### config.mk
export PLATFORM = sky130hd
export DESIGN_NAME = crs_top
export DESIGN_NICKNAME = d
export VERILOG_FILES = /design/src/inc/crs_pkg.sv /design/src/core/crs_buf.sv /design/src/core/crs_top.sv
export SDC_FILE = /design/constraint.sdc
export NUM_CORES = 1
export LEC_CHECK = 0
export BUFFER_PORTS_ARGS = -buffer_cell sky130_fd_sc_hd__buf_4
export CAP_MARGIN = 20
export CORE_MARGIN = 2
export CORE_UTILIZATION = 57
export CTS_BUF_LIST = sky130_fd_sc_hd__clkbuf_8
export DETAILED_ROUTE_END_ITERATION = 10
export GPL_TIMING_DRIVEN = 0
export PLACE_DENSITY = 0.86
export SETUP_SLACK_MARGIN = 0.1
export SLEW_MARGIN = 20
export SYNTH_ARGS = -nofsm -noshare
export SYNTH_HDL_FRONTEND = slang
export SYNTH_HIERARCHICAL = 1
export SYNTH_SLANG_ARGS = --single-unit
export TNS_END_PERCENT = 10
### constraint.sdc
create_clock -name CLOCK_I -period 3.2 [get_ports CLOCK_I]
set_input_delay 0.16 -clock CLOCK_I [delete_from_list [all_inputs] [get_ports CLOCK_I]]
set_output_delay 0.16 -clock CLOCK_I [all_outputs]
set_load 0.005 [all_outputs]
### src/inc/crs_pkg.sv
package crs_pkg;

  // sample width, 4 to 20 bits
  localparam int unsigned BPS        = 8;
  // color planes per pixel, 1 to 4
  localparam int unsigned PLANES     = 2;
  // planes side by side (1) or one per beat (0)
  localparam bit          PLANES_PAR = 1'b1;
  // pixels per beat on each side: 1, 2, 4 or 8
  localparam int unsigned PIX_IN     = 1;
  localparam int unsigned PIX_OUT    = 1;
  localparam int unsigned DW_IN      = PLANES_PAR ? BPS * PLANES * PIX_IN : BPS * PIX_IN;
  localparam int unsigned DW_OUT     = PLANES_PAR ? BPS * PLANES * PIX_OUT : BPS * PIX_OUT;

  typedef enum logic [1:0] {
    VAR_NONE = 2'h0,
    VAR_IN   = 2'h1,
    VAR_OUT  = 2'h2
  } crs_var_e;
  localparam crs_var_e VAR_SIDE = VAR_IN;

  typedef enum logic [1:0] {
    FMT_420 = 2'h0,
    FMT_422 = 2'h1,
    FMT_444 = 2'h2
  } crs_fmt_e;

  // enable masks, bit index is the format code
  localparam logic [2:0] IN_FMT_EN  = 3'h3;
  localparam logic [2:0] OUT_FMT_EN = 3'h4;

  typedef enum logic [1:0] {
    UP_FORBID = 2'h0,
    UP_DROP   = 2'h1,
    UP_PASS   = 2'h2
  } crs_up_e;
  localparam crs_up_e UP_MODE = UP_PASS;

  // packet type sits in the low nibble of the first beat
  localparam logic [3:0] PKT_VIDEO = 4'h0;
  localparam logic [3:0] PKT_CTRL  = 4'hf;

  localparam logic [1:0] RST_FMT   = 2'h0;
  localparam logic [1:0] RST_PLANE = 2'h0;
  localparam logic [1:0] RST_CNT   = 2'h0;
  localparam logic [1:0] BUF_DEPTH = 2'h2;

  typedef enum logic [1:0] {
    ST_IDLE  = 2'b00,
    ST_VIDEO = 2'b01,
    ST_DROP  = 2'b11,
    ST_PASS  = 2'b10
  } crs_state_e;

  typedef struct packed {
    logic [DW_IN-1:0] data;
    logic             sop;
    logic             eop;
  } crs_beat_s;

endpackage

### src/core/crs_buf.sv
`timescale 1ns/100ps
module crs_buf
  import crs_pkg::*;
(
  input  wire logic      clk_i,
  input  wire logic      rst_b_i,
  input  wire crs_beat_s in_beat_i,
  input  wire logic      in_valid_i,
  output wire logic      in_ready_o,
  output wire crs_beat_s out_beat_o,
  output wire logic      out_valid_o,
  input  wire logic      out_ready_i
);

  crs_beat_s  mem_r [2];
  logic [1:0] cnt_r;
  logic       wp_r;
  logic       rp_r;
  wire        push = in_valid_i & in_ready_o;
  wire        pop  = out_valid_o & out_ready_i;

  assign in_ready_o  = (cnt_r != BUF_DEPTH);
  assign out_valid_o = (cnt_r != RST_CNT);
  assign out_beat_o  = mem_r[rp_r];

  always_ff @(posedge clk_i) begin
    if (push) begin
      mem_r[wp_r] <= in_beat_i;
    end
  end

  always_ff @(posedge clk_i or negedge rst_b_i) begin
    if (!rst_b_i) begin
      cnt_r <= RST_CNT;
      wp_r  <= 1'b0;
      rp_r  <= 1'b0;
    end else begin
      cnt_r <= cnt_r + {1'b0, push} - {1'b0, pop};
      wp_r  <= wp_r ^ push;
      rp_r  <= rp_r ^ pop;
    end
  end

  AST_BUF_HOLD: assert property (@(posedge clk_i) disable iff (!rst_b_i) // RQ5
    out_valid_o && !out_ready_i |=> out_valid_o && $stable(out_beat_o))
    else $error("buffered beat changed while stalled");

  COV_BUF_FULL: cover property (@(posedge clk_i) disable iff (!rst_b_i) cnt_r == BUF_DEPTH);

endmodule

### src/core/crs_top.sv
// Notes on behaviour
// RQ1 - sample width 4..20 bits, default 8
// RQ2 - one to four planes, default two
// RQ3 - planes sent in parallel or serially
// RQ4 - input pixels per beat 1,2,4,8
// RQ5 - output pixels per beat 1,2,4,8
// RQ6 - variable format side: neither, input, output
// RQ7 - enabled input formats 444, 422, 420
// RQ8 - enabled output formats 444, 422, 420
// RQ9 - input and output formats must differ
// RQ10 - no odd frame sizes in 422
// RQ11 - serial planes of pixel in order
// RQ12 - format code 0=420, 1=422, 2=444
// RQ13 - starts stopped until run enable set
// RQ14 - stop only at frame end
// RQ15 - user packets forbidden, dropped or passed
`timescale 1ns/100ps
module crs_top
  import crs_pkg::*;
(
  input  wire logic              CLOCK_I,
  input  wire logic              RST_B_I,
  input  wire logic [DW_IN-1:0]  DIN_DATA_I,
  input  wire logic              DIN_VALID_I,
  input  wire logic              DIN_SOP_I,
  input  wire logic              DIN_EOP_I,
  output wire logic              DIN_READY_O,
  output wire logic [DW_OUT-1:0] DOUT_DATA_O,
  output wire logic              DOUT_VALID_O,
  output wire logic              DOUT_SOP_O,
  output wire logic              DOUT_EOP_O,
  input  wire logic              DOUT_READY_I,
  output wire logic [1:0]        DOUT_PLANE_O,
  input  wire logic              RUN_ENABLE_I,
  input  wire logic [1:0]        RUN_FMT_I,
  output wire logic              BUSY_O,
  output wire logic [1:0]        IN_FMT_O,
  output wire logic [1:0]        OUT_FMT_O,
  output wire logic              FMT_ERR_O
);

  function automatic logic fmt_ok(input logic [1:0] code, input logic [2:0] en);
    return (code == 2'h3) ? 1'b0 : en[code];
  endfunction

  function automatic logic [1:0] fixed_fmt(input logic [2:0] en);
    return en[2] ? FMT_444 : (en[1] ? FMT_422 : FMT_420);
  endfunction

  crs_state_e state_r;
  crs_state_e state_nxt;
  logic [1:0] in_fmt_r;
  logic [1:0] out_fmt_r;
  logic       fmt_err_r;
  logic [1:0] plane_r;
  logic [1:0] plane_nxt;
  crs_beat_s  buf_in;
  crs_beat_s  buf_out;
  logic       buf_in_ready;

  // control port takes effect only with a variable side
  // RQ6 variable side select
  wire        ctrl_en  = (VAR_SIDE != VAR_NONE);
  // RQ13 stopped until enabled
  wire        go_eff   = ctrl_en ? RUN_ENABLE_I : 1'b1;
  wire [3:0]  pkt_type = DIN_DATA_I[3:0];
  wire        idle     = (state_r == ST_IDLE);
  wire        is_video = (pkt_type == PKT_VIDEO);
  wire        is_ctrl  = (pkt_type == PKT_CTRL);
  wire        is_user  = !is_video && !is_ctrl;
  // RQ15 user packet handling
  wire        user_ok  = (UP_MODE != UP_FORBID);
  wire        user_drp = is_user && (UP_MODE == UP_DROP);
  wire        start_ok = is_video ? go_eff : (is_user ? user_ok : 1'b1);
  wire        take     = idle && DIN_SOP_I && start_ok;
  wire        drop_bt  = (idle && !DIN_SOP_I) || (take && user_drp) || (state_r == ST_DROP);
  wire        fwd_bt   = idle ? (take && !user_drp) : (state_r != ST_DROP);
  wire        fire_in  = DIN_VALID_I && DIN_READY_O;
  wire        vstart   = fire_in && take && is_video;
  wire        out_fire = DOUT_VALID_O && DOUT_READY_I;

  // RQ12 format code decode
  wire [1:0]  in_sel   = (VAR_SIDE == VAR_IN) ? RUN_FMT_I : fixed_fmt(IN_FMT_EN);
  wire [1:0]  out_sel  = (VAR_SIDE == VAR_OUT) ? RUN_FMT_I : fixed_fmt(OUT_FMT_EN);
  // RQ7 input enable check
  wire        in_bad   = !fmt_ok(in_sel, IN_FMT_EN);
  // RQ8 output enable check
  wire        out_bad  = !fmt_ok(out_sel, OUT_FMT_EN);

  assign DIN_READY_O = drop_bt || (fwd_bt && buf_in_ready);
  // RQ1 samples kept whole
  assign buf_in      = '{data: DIN_DATA_I, sop: DIN_SOP_I, eop: DIN_EOP_I};

  // RQ4 input beat width
  crs_buf u_buf (
    .clk_i       (CLOCK_I),
    .rst_b_i     (RST_B_I),
    .in_beat_i   (buf_in),
    .in_valid_i  (DIN_VALID_I && fwd_bt),
    .in_ready_o  (buf_in_ready),
    .out_beat_o  (buf_out),
    .out_valid_o (DOUT_VALID_O),
    .out_ready_i (DOUT_READY_I)
  );

  // RQ5 output beat width
  assign DOUT_DATA_O  = buf_out.data[DW_OUT-1:0];
  assign DOUT_SOP_O   = buf_out.sop;
  assign DOUT_EOP_O   = buf_out.eop;
  assign DOUT_PLANE_O = plane_r;
  assign BUSY_O       = (state_r == ST_VIDEO);
  assign IN_FMT_O     = in_fmt_r;
  assign OUT_FMT_O    = out_fmt_r;
  assign FMT_ERR_O    = fmt_err_r;

  // RQ14 halt only between frames
  always_comb begin
    state_nxt = state_r;
    if (fire_in) begin
      if (DIN_EOP_I) begin
        state_nxt = ST_IDLE;
      end else begin
        unique case (state_r)
          ST_IDLE: begin
            // a stray beat outside a packet is dropped, whatever its low nibble holds
            if (!DIN_SOP_I) begin
              state_nxt = ST_IDLE;
            end else if (is_video) begin
              state_nxt = ST_VIDEO;
            end else if (user_drp) begin
              state_nxt = ST_DROP;
            end else begin
              state_nxt = ST_PASS;
            end
          end
          ST_VIDEO: state_nxt = ST_VIDEO;
          ST_DROP:  state_nxt = ST_DROP;
          ST_PASS:  state_nxt = ST_PASS;
        endcase
      end
    end
  end

  // RQ11 serial plane order
  // RQ3 serial or parallel planes
  // RQ2 plane count
  assign plane_nxt = (PLANES_PAR || !out_fire) ? plane_r :
                     (DOUT_SOP_O || plane_r == 2'(PLANES - 1)) ? RST_PLANE : plane_r + 2'h1;

  always_ff @(posedge CLOCK_I or negedge RST_B_I) begin
    if (!RST_B_I) begin
      state_r   <= ST_IDLE;
      plane_r   <= RST_PLANE;
      in_fmt_r  <= RST_FMT;
      out_fmt_r <= RST_FMT;
      fmt_err_r <= 1'b0;
    end else begin
      state_r <= state_nxt;
      plane_r <= plane_nxt;
      if (vstart) begin
        in_fmt_r  <= in_sel;
        out_fmt_r <= out_sel;
        fmt_err_r <= in_bad || out_bad;
      end
    end
  end

  AST_STOPPED_HOLD: assert property (@(posedge CLOCK_I) disable iff (!RST_B_I) // RQ13
    idle && DIN_VALID_I && DIN_SOP_I && is_video && !go_eff |-> !DIN_READY_O)
    else $error("video accepted while stopped");

  AST_FRAME_FINISH: assert property (@(posedge CLOCK_I) disable iff (!RST_B_I) // RQ14
    state_r == ST_VIDEO && fire_in && !DIN_EOP_I |=> state_r == ST_VIDEO && BUSY_O)
    else $error("frame left before its end");

  AST_FMT_SEL: assert property (@(posedge CLOCK_I) disable iff (!RST_B_I) // RQ12
    vstart && RUN_FMT_I == 2'h2 && VAR_SIDE == VAR_IN |=>
    IN_FMT_O == FMT_444 && FMT_ERR_O == (!IN_FMT_EN[2] || $past(out_bad)))
    else $error("format code 2 not taken as 444");

  AST_IN_ENABLE: assert property (@(posedge CLOCK_I) disable iff (!RST_B_I) // RQ7
    vstart && in_bad |=> FMT_ERR_O)
    else $error("disabled input format not flagged");

  AST_OUT_ENABLE: assert property (@(posedge CLOCK_I) disable iff (!RST_B_I) // RQ8
    vstart && !in_bad && !out_bad |=> !FMT_ERR_O && OUT_FMT_O == $past(out_sel))
    else $error("enabled output format flagged");

  AST_DROP_USER: assert property (@(posedge CLOCK_I) disable iff (!RST_B_I) // RQ15
    state_r == ST_DROP |-> DIN_READY_O && !fwd_bt)
    else $error("dropped user packet reached the buffer");

  AST_PLANE_ORDER: assert property (@(posedge CLOCK_I) disable iff (!RST_B_I) // RQ11
    !PLANES_PAR && out_fire && !DOUT_SOP_O && plane_r == 2'(PLANES - 1) |=> plane_r == RST_PLANE)
    else $error("plane index did not wrap");

  AST_PASS_DATA: assert property (@(posedge CLOCK_I) disable iff (!RST_B_I) // RQ1
    fire_in && fwd_bt && !DOUT_VALID_O |=> DOUT_VALID_O && DOUT_DATA_O == $past(DIN_DATA_I))
    else $error("beat not forwarded intact");

  AST_PLANE_PAR: assert property (@(posedge CLOCK_I) disable iff (!RST_B_I) // RQ3
    PLANES_PAR |-> DOUT_PLANE_O == RST_PLANE)
    else $error("plane index moved in parallel build");

  AST_EOP_IDLE: assert property (@(posedge CLOCK_I) disable iff (!RST_B_I) // RQ14
    fire_in && DIN_EOP_I |=> idle && !BUSY_O)
    else $error("packet end did not return to idle");

  AST_FMT_STABLE: assert property (@(posedge CLOCK_I) disable iff (!RST_B_I) // RQ6
    !vstart |=> $stable(IN_FMT_O) && $stable(OUT_FMT_O) && $stable(FMT_ERR_O))
    else $error("format changed outside a frame start");

  AST_STRAY_DROP: assert property (@(posedge CLOCK_I) disable iff (!RST_B_I) // RQ15
    idle && DIN_VALID_I && !DIN_SOP_I |-> DIN_READY_O ##1 idle)
    else $error("stray beat left the idle state");

  COV_FRAME: cover property (@(posedge CLOCK_I) disable iff (!RST_B_I)
    vstart ##[1:20] (state_r == ST_VIDEO && fire_in && DIN_EOP_I));
  COV_STALL: cover property (@(posedge CLOCK_I) disable iff (!RST_B_I)
    idle && DIN_VALID_I && DIN_SOP_I && is_video && !go_eff);
  COV_USER: cover property (@(posedge CLOCK_I) disable iff (!RST_B_I)
    fire_in && take && is_user);
  COV_STRAY: cover property (@(posedge CLOCK_I) disable iff (!RST_B_I)
    idle && fire_in && !DIN_SOP_I);

endmodule

==> summary by stage <==
Global routing
The initial antenna violation count came to 0. The pin count of the biggest net entering global routing is 19. For this run, the total global-route usage over all layers was measured as about 19%.

The via count of the first global-routing pass is between 1000 and 1500. The global route total overflow is 0. The first global-routing pass estimated 5020 microns of wire.

Placement
The placed wire-length estimate is roughly 2400 microns. The congestion estimate from routability-driven global placement came to a little over 0.7. The count of input and output buffers is 49.

STA
The number of pins with negative max-slew slack in the final report is 0. The maximum clock frequency is approximately 0.44 GHz. The number of hold-slack violations in the final timing report is 0. On the final layout, the worst clock skew is approximately 0.0065 ns. For the pin with the worst max-slew slack, the measured transition is about 0.84 ns. In the finished design, the share of the clock period the worst path needs comes to a little under three quarters. The final total negative setup slack is 0 ns. Setup repair after global routing left no endpoint under its margin. The minimum period implied by the final worst setup slack is 2.28 ns. The headroom to the max-slew limit is a little over two fifths.

The number of setup violations in the final report is 0.

Detailed routing
In this run, the number of DRC markers left after iteration 0 of detailed routing was 33. After detailed routing, the average wire length per cell comes to between 15 and 20 microns. For this run, the detailed router's first-pass iteration total came to 4. After detailed routing, the number of vias per cell comes to 5.19. The post-route antenna net violation count is 0. The sum of routed wire length over all layers is 3280 microns. For this run, design rule violations remaining after detail routing come to 0.

Across all layers, the routed design uses 1120 vias.

CTS
The TritonCTS clock tree is yes. Clock tree synthesis found a total of between 40 and 50 sinks. The cell at the root of the clock tree is sky130_fd_sc_hd__clkbuf_8. Clock-pin slew was measured on the worst setup and hold paths at roughly 0.080 ns. The worst-case clock buffer depth is 2.

The number of levels in the clock H-tree is 2. The clock network latency to the later pin of the worst-skew pair is about 0.29 ns. The post-CTS repair timing setup buffer count is 0. The number of buffers added by the clock tree synthesis step is 5.

Setup path
STA classifies the critical path endpoint as a register. The most critical setup path has its startpoint at state_r[0]$_DFFE_PN0P_. STA classifies the critical path startpoint as a register.

The critical path in this run is classified as reg2reg. The startpoint of the worst register-to-register path is state_r[0]$_DFFE_PN0P_. The data required time at the worst endpoint is between 3 and 4 ns.

Of all nets on the critical path, the largest fanout is 18. Data on the critical path arrives at its endpoint at about 2.2 ns. The reg2reg setup slack is between 0.9 and 1 ns. The number of cells on the worst reg-to-reg path is 5.

Synth
The average instance in the mapped netlist occupies 16.7 sq um. The synthesized instance count is between 100 and 150. After synthesis, the share of flip-flops with an asynchronous set or reset is around 22%.

After synthesis, the most frequently instantiated cells are 36 x sky130_fd_sc_hd__edfxtp_1, 21 x sky130_fd_sc_hd__mux2_2, 10 x sky130_fd_sc_hd__dfrtp_1. Sequential elements use between 70 and 80% of the synthesized area. The number of flops mapped to enable cells by yosys is 36.

Summed over its instances, the top area cell type makes up between 50% and 60% of the synthesized netlist area. The cell area after synthesis is 1880 sq um. In the synthesized netlist the dominant register cell turns out to be sky130_fd_sc_hd__edfxtp_1. The library cell with the highest instance count after synthesis is sky130_fd_sc_hd__edfxtp_1. The largest total area in the synthesized netlist belongs to sky130_fd_sc_hd__edfxtp_1. Yosys attributes the largest share of cell area to sky130_fd_sc_hd__edfxtp_1 58%, sky130_fd_sc_hd__dfrtp_1 13%, sky130_fd_sc_hd__mux2_2 13%.

The number of different library cells used by synthesis comes to 30. The warning count from the yosys run is 6. In this run, synthesis produced a sequential element count of 46.

Cells and area
The number of filler instances in the final layout is approximately 210. Of the cells placed in the final design, the portion with a size suffix greater than 1 is approximately 50%. The number of nets in the layout is ~200.

The sequential standard cell area is around 1300 sq um. The area taken by multi-input logic gates is 505 sq um. The post-layout utilization of the core is a little under 80%. From synthesis to final layout, the design area changed by 27.8%. The number of diodes is 0.

Floorplanning
The initial standard-cell utilization of the core is about 60%. The die is 61.4 microns tall. The die covers between 3000 and 4000 sq um. The initialized floorplan defines 20 standard-cell rows. The die span in x is ~60 microns. Pin placement for this block handled 53 I/O pins. The total core area is 3100 sq um.

Power and ir drop
For this design the static power due to leakage is roughly 1 nW. The power density relative to cell area is between 700 and 800 nW/um^2. IR analysis of the VDD net gives a maximum drop of 0.443 mV.

Outcome
The flow ran to the end, and the final reports show no timing, DRC or antenna violations.

Min path
In this run the most critical hold path is launched from DIN_DATA_I[7]. Along the worst hold path, the cell count comes to 1. The worst min-delay path class is in2reg.

Flow run
The tool flagged a number of max-cap violations equal to 0.
==> where the power goes <==
group | switching [W] | internal (W) | leakage [nW]
combinational | 0.000261 | 0.000337 | 0.474
clock | 0.000172 | 0.000147 | 0.0468
sequential | 0.0000550 | 0.000789 | 0.459
total | 0.000489 | 0.00127 | 0.980
==> sequential cells by signal (all words and copies together), names as in the netlist <==
signal,flops
state_r,2
OUT_FMT_O,1
u_buf/wp_r,1
FMT_ERR_O,1
u_buf/mem_r,36
IN_FMT_O,2
u_buf/cnt_r,2
u_buf/rp_r,1
==> timing repair <==
action	in CTS	in global routing
hold endpoints to repair	10	0
hold buffers	1	0
resized for setup	0	0
==> stage by stage <==
step	instances	hold WS [ns]	total power, W	setup slack, ns	area, sq um
after floorplan	114	-0.136	0.00118	1.30	1880
after global placement	207	-0.00745	0.00142	1.01	2310
after detailed placement	207	-0.00530	0.00146	0.927	2310
after CTS	216	0.0434	0.00178	0.917	2400
after global routing	216	0.0382	0.00186	0.747	2400
final	216	0.0513	0.00176	0.919	2400
==> worst paths after layout <==
check / endpoint
max: u_buf/mem_r[0][15]$_DFFE_PP_
max in group asynchronous: state_r[1]$_DFFE_PN0P_
max reg2reg: u_buf/mem_r[0][15]$_DFFE_PP_
min: u_buf/mem_r[0][9]$_DFFE_PP_
min in group asynchronous: u_buf/wp_r$_DFF_PN0_
min reg2reg: OUT_FMT_O[1]$_DFFE_PN0P_
==> layout make-up <==
type                       instances  area share [%]
clock buffer                       5            2.87
clock inverter                     3           0.522
sequential                        46            55.5
inverter                           2           0.313
multi-input combinational         61            21.1
buffer                             5            1.62
timing repair buffer              50            15.8
tap                               44            2.30
==> critical path, cell delays in order (launching register included) <==
cell and delay [ns]:
sky130_fd_sc_hd__dfrtp_1 0.47, sky130_fd_sc_hd__nand2_1 0.11, sky130_fd_sc_hd__nand2_1 0.06, sky130_fd_sc_hd__a21oi_1 0.36, sky130_fd_sc_hd__and2_1 0.20, sky130_fd_sc_hd__ha_1 0.70
==> logic make-up after synthesis <==
family	Yosys count	share of synthesized area (%)
mux	21	12.6
other cells	1	0.200
buf+inv	7	2.47
xor+xnor	2	0.934
fa+ha+maj	2	1.33
flops	46	71.0
simple gates	24	8.01
compound gates	9	3.47
==> cell usage in the layout, fill, tap and decap left out, drive strengths merged, types with 3 or more instances in the layout <==
cell,n
clkbuf,5
conb,3
mux2,21
nor2,4
inv,3
edfxtp,36
nand2,4
buf,54
dfrtp,10
==> per-layer routing <==
metal	vias to the layer above	GRT usage [%]	wire length [microns]
met2	35	34.7	1810
li1	534	-	-
met4	0	10.9	65
met5	-	0	0
met1	546	20.5	1240
met3	5	4.83	168
Note: power is estimated with default switching activity, not from simulation.
